## src/rtl/rsw_pkg.sv

```systemverilog
// Purpose: constants for the reset supervisor and watchdog block
// Assumes: 40 MHz clock, internal time base tick derived by a divider
// Notes:   windows and stretch counted in time base ticks
package rsw_pkg;
  // -----------------------------------------------------------------
  // clock and time base
  // -----------------------------------------------------------------
  localparam int unsigned CLK_HZ           = 40000000;
  localparam int unsigned TICK_US          = 1000;
  localparam int unsigned TICK_CYCLES      = CLK_HZ / 1000000 * TICK_US;
  // -----------------------------------------------------------------
  // timing in ticks of one millisecond
  // -----------------------------------------------------------------
  localparam int unsigned STRETCH_MS       = 1120;
  localparam int unsigned STARTUP_MS       = 35000;
  localparam int unsigned NORMAL_MS        = 1120;
  localparam int unsigned STRETCH_TICKS    = (STRETCH_MS * 1000 + TICK_US - 1)
                                             / TICK_US;
  localparam int unsigned STARTUP_TICKS    = (STARTUP_MS * 1000 + TICK_US - 1)
                                             / TICK_US;
  localparam int unsigned NORMAL_TICKS     = (NORMAL_MS * 1000 + TICK_US - 1)
                                             / TICK_US;
  localparam int unsigned CNT_W            = 32;
endpackage : rsw_pkg

```

## src/rtl/rsw_top.sv

```systemverilog
// Purpose: reset supervisor with watchdog, stretched active-low resets
// Assumes: comparator results arrive as synchronous logic levels
// Notes:   all timing counted on a one-cycle time base tick
`timescale 1ns/1ps

// What this block does
// - secondary reset low while either supply is low or manual reset low
// - secondary reset held one stretch period after all its causes clear
// - manual reset low forces reset, stretched after it returns high
// - no kick within active window expires watchdog, primary reset for one stretch
// - watchdog counter clears on reset and on every kick edge
// - long startup window applies after every reset event
// - first kick after reset switches to the shorter normal window
// - watchdog disabled while the kick input is detected unconnected
// - primary reset asserts while aux comparator reports undervoltage
// - primary reset on any cause, stretched after each cause clears
// - any cause returning during stretch restarts the stretch from zero
// - active-high reset output is the complement of primary reset
module rsw_top #(
  parameter int unsigned TICK_CYC  = rsw_pkg::TICK_CYCLES,
  parameter int unsigned STRETCH_T = rsw_pkg::STRETCH_TICKS,
  parameter int unsigned STARTUP_T = rsw_pkg::STARTUP_TICKS,
  parameter int unsigned NORMAL_T  = rsw_pkg::NORMAL_TICKS
) (
  input  wire logic clk,
  input  wire logic sys_rst,
  input  wire logic primary_supply_low,
  input  wire logic secondary_supply_low,
  input  wire logic aux_undervoltage_in,
  input  wire logic manual_reset_n,
  input  wire logic watchdog_kick_in,
  input  wire logic kick_unconnected,
  output logic      primary_reset_n,
  output logic      primary_reset,
  output logic      secondary_reset_n
);
  localparam int W = rsw_pkg::CNT_W;

  // -----------------------------------------------------------------
  // time base divider
  // -----------------------------------------------------------------
  logic [W-1:0] div_r;
  logic         tick_r;
  wire          div_end = (div_r == W'(TICK_CYC - 1));

  // free-running divider, one-cycle tick
  always_ff @(posedge clk or posedge sys_rst)
    if (sys_rst)
    begin
      div_r  <= '0;
      tick_r <= 1'b0;
    end
    else
    begin
      div_r  <= div_end ? '0 : div_r + 1'b1;
      tick_r <= div_end;
    end

  // -----------------------------------------------------------------
  // input sampling on the time base
  // -----------------------------------------------------------------
  logic [1:0] kick_s_r;
  logic [1:0] mr_s_r;

  // two stages on tick, edge taken between them
  always_ff @(posedge clk or posedge sys_rst)
    if (sys_rst)
    begin
      kick_s_r <= 2'h0;
      mr_s_r   <= 2'h3;
    end
    else if (tick_r)
    begin
      kick_s_r <= {kick_s_r[0], watchdog_kick_in};
      mr_s_r   <= {mr_s_r[0], manual_reset_n};
    end

  wire kick_edge = tick_r && (kick_s_r[0] ^ kick_s_r[1]);
  wire mr_low    = !mr_s_r[1];

  // -----------------------------------------------------------------
  // cause decode
  // -----------------------------------------------------------------
  logic wd_exp_r;
  wire  sec_cause = primary_supply_low || secondary_supply_low
                    || mr_low;
  wire  pri_cause = sec_cause || aux_undervoltage_in
                    || wd_exp_r;

  // -----------------------------------------------------------------
  // stretch counters
  // -----------------------------------------------------------------
  logic [W-1:0] pri_cnt_r;
  logic [W-1:0] sec_cnt_r;
  wire          pri_busy = pri_cause || (pri_cnt_r != '0);
  wire          sec_busy = sec_cause || (sec_cnt_r != '0);

  // reload while a cause stands, count down on tick after
  always_ff @(posedge clk or posedge sys_rst)
    if (sys_rst)
    begin
      pri_cnt_r <= W'(STRETCH_T);
      sec_cnt_r <= W'(STRETCH_T);
    end
    else
    begin
      if (pri_cause)
        pri_cnt_r <= W'(STRETCH_T);
      else if (tick_r && pri_cnt_r != '0)
        pri_cnt_r <= pri_cnt_r - 1'b1;
      if (sec_cause)
        sec_cnt_r <= W'(STRETCH_T);
      else if (tick_r && sec_cnt_r != '0)
        sec_cnt_r <= sec_cnt_r - 1'b1;
    end

  // -----------------------------------------------------------------
  // watchdog
  // -----------------------------------------------------------------
  logic [W-1:0] wd_cnt_r;
  logic         wd_normal_r;
  wire [W-1:0]  wd_limit = wd_normal_r ? W'(NORMAL_T)
                                       : W'(STARTUP_T);
  wire          wd_hit   = tick_r && !kick_edge && !pri_busy
                           && !kick_unconnected
                           && (wd_cnt_r + 1'b1 >= wd_limit);

  // counter, window select and expiry pulse into the reset chain
  always_ff @(posedge clk or posedge sys_rst)
    if (sys_rst)
    begin
      wd_cnt_r    <= '0;
      wd_normal_r <= 1'b0;
      wd_exp_r    <= 1'b0;
    end
    else
    begin
      wd_exp_r <= wd_hit;
      if (pri_busy || kick_unconnected)
      begin
        wd_cnt_r <= '0;
        if (pri_busy)
          wd_normal_r <= 1'b0;
      end
      else if (kick_edge)
      begin
        wd_cnt_r    <= '0;
        wd_normal_r <= 1'b1;
      end
      else if (wd_hit)
        wd_cnt_r <= '0;
      else if (tick_r)
        wd_cnt_r <= wd_cnt_r + 1'b1;
    end

  // -----------------------------------------------------------------
  // output registers
  // -----------------------------------------------------------------
  always_ff @(posedge clk or posedge sys_rst)
    if (sys_rst)
    begin
      primary_reset_n   <= 1'b0;
      primary_reset     <= 1'b1;
      secondary_reset_n <= 1'b0;
    end
    else
    begin
      primary_reset_n   <= !pri_busy;
      primary_reset     <= pri_busy;
      secondary_reset_n <= !sec_busy;
    end
endmodule : rsw_top

```

## config.mk

```make
export PLATFORM = sky130hd
export DESIGN_NAME = rsw_top
export DESIGN_NICKNAME = d
export VERILOG_FILES = /design/src/rtl/rsw_pkg.sv /design/src/rtl/rsw_top.sv
export SDC_FILE = /design/constraint.sdc
export NUM_CORES = 1
export LEC_CHECK = 0
export ABC_CLOCK_PERIOD_IN_PS = 5960
export BUFFER_PORTS_ARGS = -buffer_cell sky130_fd_sc_hd__clkbuf_2
export CORE_MARGIN = 4
export CORE_UTILIZATION = 45
export CTS_CLUSTER_SIZE = 8
export DETAILED_ROUTE_END_ITERATION = 8
export PLACE_DENSITY_LB_ADDON = 0.08
export SLEW_MARGIN = 20
export SYNTH_ARGS = -nofsm -noshare
export SYNTH_HDL_FRONTEND = slang
export SYNTH_SLANG_ARGS = --single-unit
export TNS_END_PERCENT = 5
```

## constraint.sdc

```tcl
create_clock -name clk -period 5.96 [get_ports clk]
set_clock_uncertainty 0.15 [all_clocks]
set_input_delay 0.596 -clock clk [delete_from_list [all_inputs] [get_ports clk]]
set_output_delay 0.596 -clock clk [all_outputs]
set_load 0.01 [all_outputs]
```

Yosys cells after proc, flatten, opt, wreduce, memory -nomap -nowiden
Cells that the tools add are included.
{ "totals": {"reg_bits": 138, "inputBits": 8, "out_inout_bits": 3, "elab_cells": 59} }
{ "op_classes": {"addsub": 4, "n_lt_le_gt_ge": 1, "n_eq_ne": 2, "mux": 13, "bitwise_logic": 1, "reduce_logical": 26} }
{ "ops": {"columns": ["op", "count"], "rows": [
  ["$mux 32", 9],
  ["$add 32x1->32 const B", 2],
  ["$reduce_bool 32->1", 2],
  ["$sub 32x1->32 const B", 2],
  ["$eq 32x16->1 const B", 1],
  ["$ge 32x16->1", 1],
  ["$mux 16", 1],
  ["$logic_and 1x1->1", 7],
  ["$logic_or 1x1->1", 7],
  ["$reduce_bool 2->1", 3],
  ["$logic_not 1->1", 5],
  ["$reduce_bool 4->1", 1],
  ["$mux 1", 3],
  ["$ne 2x2->1 const B", 1],
  ["$reduce_and 2->1", 1],
  ["$xor 1x1->1", 1]
]} }

Depth between registers and ports, before layout
{ "depth": {"ltp_word": 12, "ltp_mapped": 13, "depth_no_buf": 11} }

Worst setup path before layout
Ideal clock, no wire load.
{ "synth_path": {"path_kind": "register to register", "start": "reg wd_cnt_r[0]", "end": "reg wd_cnt_r[10]", "setup_ns": 0.127, "t_arrival_ns": 2.609, "t_required_ns": 5.683, "path_slack_ns": 3.074, "path_stages_with_launch": 13, "n_path_buf": 1, "period_less_slack_ns": 2.886, "path_cell_list": "dfrtp_1 > ha_1 > nand3_1 > nor3_2 > xor2_1 > ha_1 > nand3_1 > or3_1 > nand3_1 > a31oi_1 > a41oi_2 > buf_2 > nor3_2"} }
{ "synth_between": {"elab_chain_cells": 6} }
{ "synth_lines": {"columns": ["element", "line_no", "text"], "rows": [
  ["from (decl)", "rsw_top.sv:120", "logic [W-1:0] wd_cnt_r;"],
  ["from (signal assigned)", "rsw_top.sv:153", "wd_cnt_r <= wd_cnt_r + 1'b1;"],
  ["$add 32x1->32 *", "rsw_top.sv:126, rsw_top.sv:153", null],
  ["$ge 32x16->1", "rsw_top.sv:126", "&& (wd_cnt_r + 1'b1 >= wd_limit);"],
  ["$logic_and 1x1->1", "rsw_top.sv:126", null],
  ["$mux 32", "rsw_top.sv:150", "else if (wd_hit)"],
  ["$mux 32", "rsw_top.sv:145", "else if (kick_edge)"],
  ["$mux 32", "rsw_top.sv:139", "if (pri_busy || kick_unconnected)"]
]} }
Mark *: on every way between the ends. The rest lies on a longest branch, timed or not. The select of a mux whose other input is x is not followed.
A chain may end at the register's enable or synchronous reset.

Worst setup path after layout
{ "layout_path": {"start": "reg wd_cnt_r[0]", "end": "reg wd_cnt_r[27]"} }
The elaborated chain is that of the path after synthesis.

==> flow_summary.toml <==
[power_and_ir_drop]
leakagePower_nw = 3.31
seqPwrFrac_pct = 48.6
clkPwrFrac_pct = 50.3
powerDensity_nw_per_um2 = 239
p_int_mw = 1.53
p_sw_uw = 398
comb_power_share_pct = 1.1
swShare_pct = 20.6
ir_worst_vdd_uv = 199

[global_route]
grt_max_degree = 84
busiest_layer = "met2"
grt_pass1_wl_mm = 26.1
met3_usage_pct = 4.46
track_usage_pct = 17.5
grt_pass1_vias = 5368
use_met1_pct = 24.2
grt_use_met2_pct = 27.5
antenna_found_initial = 0
grt-ovfl-total = 0

[logic_synthesis]
synth_fa_ha_area_share_pct = 1.89
synthCells = 755
synth_enable_flop_cells = 0
synthArstFlopShare_pct = 100
synth.net_count = 774
synthMuxAreaShare_pct = 0.756
synth_compound_area_share_pct = 7.73
synth_top_flop_cell = "dfrtp_1"
ys_seq_area_share_pct = 47.6
synth_xor_area_share_pct = 11.4
yosys.area_share.simple_pct = 28.2
synth_area_per_cell_um2 = 9.64
ys_warn_count = 0
synth_area_um2 = 7280
synth_top_family_by_area = "simple AND/OR/NAND/NOR gates"
yosys_register_bits = 138
synth.distinct_cells = 61

[final_layout]
num_antenna_cells = 0
final_cell_count_no_fill = 993
drive_gt1_share_pct = 12.6
syn_to_final_growth_pct = 10.9
nFillCells = 1499
nets = 783

[worst_setup_path]
cp_max_fo = 23
slowest_delay_ns = 0.44
cp_cell_sequence = "ha_1 > nand3_1 > nor3_2 > xor2_1 > ha_1 > nand3_1 > or3_1 > nand3_1 > a31oi_1 > a41oi_2 > buf_4 > nor3_1"
worstPathArrival_ns = 3.47
crit_type = "register to register"
path_common_cell = "nand3_1"
startpoint_type = "register"
end_kind = "register"
crit_buf_inv = 1
critPathTopFamily = "simple AND/OR/NAND/NOR gates"
slowest_stage = "dfrtp_1"
required_ns = 6.09

[clock_tree]
postCtsSetupRepairBufs = 0
h-tree-depth = 4
cts_buffer_depth = 2
cts.sinks = 138
cts_buffers = 17
cts_resized = 0
tritoncts = "built"
cts_hold_buffers = 0
root_buffer = "clkbuf_16"
clock_latency_ns = 0.41
clk_pin_slew_ns = 0.06

[detailed_routing]
drt_iter0_markers = 316
drc = 0
num_vias = 5411
vias_per_cell = 5.45
drt-total-wl_mm = 14.8
wl_per_cell_um = 14.9
ant_nets = 0
drtPass1Iterations = 5

[placement]
dp_hpwl_mm = 9.67
io_buffers = 10
numPlacedInstances = 961
gp_congestion = 0.851

[sta]
rsz0062_at_grt = "no"
finalSetupViolations = 0
fmax_mhz = 299
worstMarginPinSlew_ns = 0.723
slew_violations = 0
post-route-min-period_ns = 3.34
min_period_over_period_pct = 56.1
relSlewSlack_pct = 51.8
final_hold_viol_count = 0
setup_tns_ns = 0

[floorplan]
die_width_um = 135
dieArea_um2 = 18300
core.rowCount = 46
die_h_um = 135
start_util_pct = 45.8
num_io_pins = 11
core_area_um2 = 15900

[worst_hold_path]
hold_class = "primary input to asynchronous set/reset pin"

[run_status]
status = "complete, no violations"

[run]
drv_cap = 0
-- power groups by stage --
stage          combinational, mW  clock (mW)  sequential [mW]
4_1_cts                   0.0230        1.00            0.938
6_report                  0.0211       0.971            0.938
3_5_place_dp              0.0229           0            0.954
5_1_grt                   0.0257        1.05            0.937
3_3_place_gp              0.0226           0            0.954
2_1_floorplan             0.0136           0            0.954
-- cell usage after synthesis (11+ instances only) --
cell	instances	share of area, %
nand3_1	32	2.2
inv_1	11	0.57
ha_1	11	1.9
or3_1	19	1.6
xnor2_1	60	7.2
nand4_1	21	1.8
a21oi_1	26	1.8
nor4_1	23	2.0
nor2_1	102	5.3
nor3_1	30	2.1
dfrtp_1	129	44
and3_1	13	1.1
o21ai_0	23	1.6
nor3_2	23	3.2
xor2_1	35	4.2
nand2_1	64	3.3
clkbuf_1	21	1.1
-- cell families (layout without fill, tap and decap cells) --
kind of cell,after synthesis,after routing
adder cells (fa/ha/maj),11,11
flip-flops,138,138
multiplexers,5,5
buffers and inverters,40,62
AO/OA/AOI/OAI,86,86
XOR/XNOR,95,95
AND/OR/NAND/NOR,380,380
-- worst reg2reg max path, stage by stage, from the launching register on --
cell and delay [ns]:
dfrtp_1 0.44, ha_1 0.25, nand3_1 0.27, nor3_2 0.37, xor2_1 0.16, ha_1 0.34
nand3_1 0.08, or3_1 0.31, nand3_1 0.09, a31oi_1 0.12, a41oi_2 0.14, buf_4 0.39
nor3_1 0.10
-- flip-flops by register name, indices dropped and copies added, names as in the netlist --
signal	cells
primary_reset_n	1
div_r	32
kick_s_r	2
wd_exp_r	1
secondary_reset_n	1
wd_cnt_r	32
tick_r	1
primary_reset	1
mr_s_r	2
wd_normal_r	1
sec_cnt_r	32
pri_cnt_r	32
-- area by class of cell --
type | instances | area, um^2 | share of cell area, %
Multi-Input combinational cell | 577 | 3640 | 45.1
Sequential cell | 138 | 3460 | 42.9
Clock buffer | 24 | 472 | 5.84
Tap cell | 216 | 270 | 3.35
Timing Repair Buffer | 17 | 103 | 1.27
Clock inverter | 8 | 70.1 | 0.868
Inverter | 13 | 55.1 | 0.682
-- layer usage --
| layer | part of all wire (%) | wire length [um] |
|---|---|---|
| met5 | 0 | 0 |
| met1 | 48 | 7050 |
| met3 | 3.7 | 544 |
| met4 | 1.3 | 187 |
| met2 | 47 | 6980 |
-- per-stage QoR --
step                cell area (um^2)  hold WS [ns]  setup slack, ns  power, mW  utilization [%]
global placement                7530         0.314             2.58      0.977             47.4
global route                    8070         0.232             2.33       2.01             50.8
floorplan                       7280         0.297             1.53      0.968                -
finish                          8070         0.169             2.62       1.93             50.8
detailed placement              7530         0.317             2.55      0.977             47.4
CTS                             8070         0.189             2.64       1.96             50.8
-- path summary, 6_finish.rpt --
check	startpoint	end	slack, ns	cells past startpoint
max in group asynchronous	sys_rst	wd_cnt_r[28]	4.29	3
setup / recovery	wd_cnt_r[0]	wd_cnt_r[27]	2.62	12
hold / removal	sys_rst	pri_cnt_r[29]	0.17	2
hold reg to reg	div_r[31]	div_r[31]	0.33	1
setup reg to reg	wd_cnt_r[0]	wd_cnt_r[27]	2.62	12
min in group clk	manual_reset_n	mr_s_r[0]	0.26	2
-- placed cells by master (no fill, tap or decap), types with 3 or more instances in the layout --
cell type	Yosys	routed
a211oi_1	3	3
a21o_1	3	3
a21oi_1	26	26
a22oi_1	10	10
and2_1	10	10
and3_1	13	13
and4_1	4	4
buf_4	0	7
clkbuf_1	21	5
clkbuf_16	0	17
clkbuf_2	0	10
clkinv_2	1	6
dfrtp_1	129	129
dfstp_2	9	9
ha_1	11	11
inv_1	11	10
mux2_2	4	4
nand2_1	64	64
nand2b_1	3	3
nand3_1	32	32
nand4_1	21	21
nor2_1	102	102
nor2b_1	5	5
nor3_1	30	30
nor3_2	23	23
nor3b_1	6	6
nor4_1	23	23
o21ai_0	23	23
or2_2	4	4
or3_1	19	19
or3_4	3	3
or4_1	7	7
xnor2_1	60	60
xor2_1	35	35
Note: power is estimated with default switching activity, not from simulation.
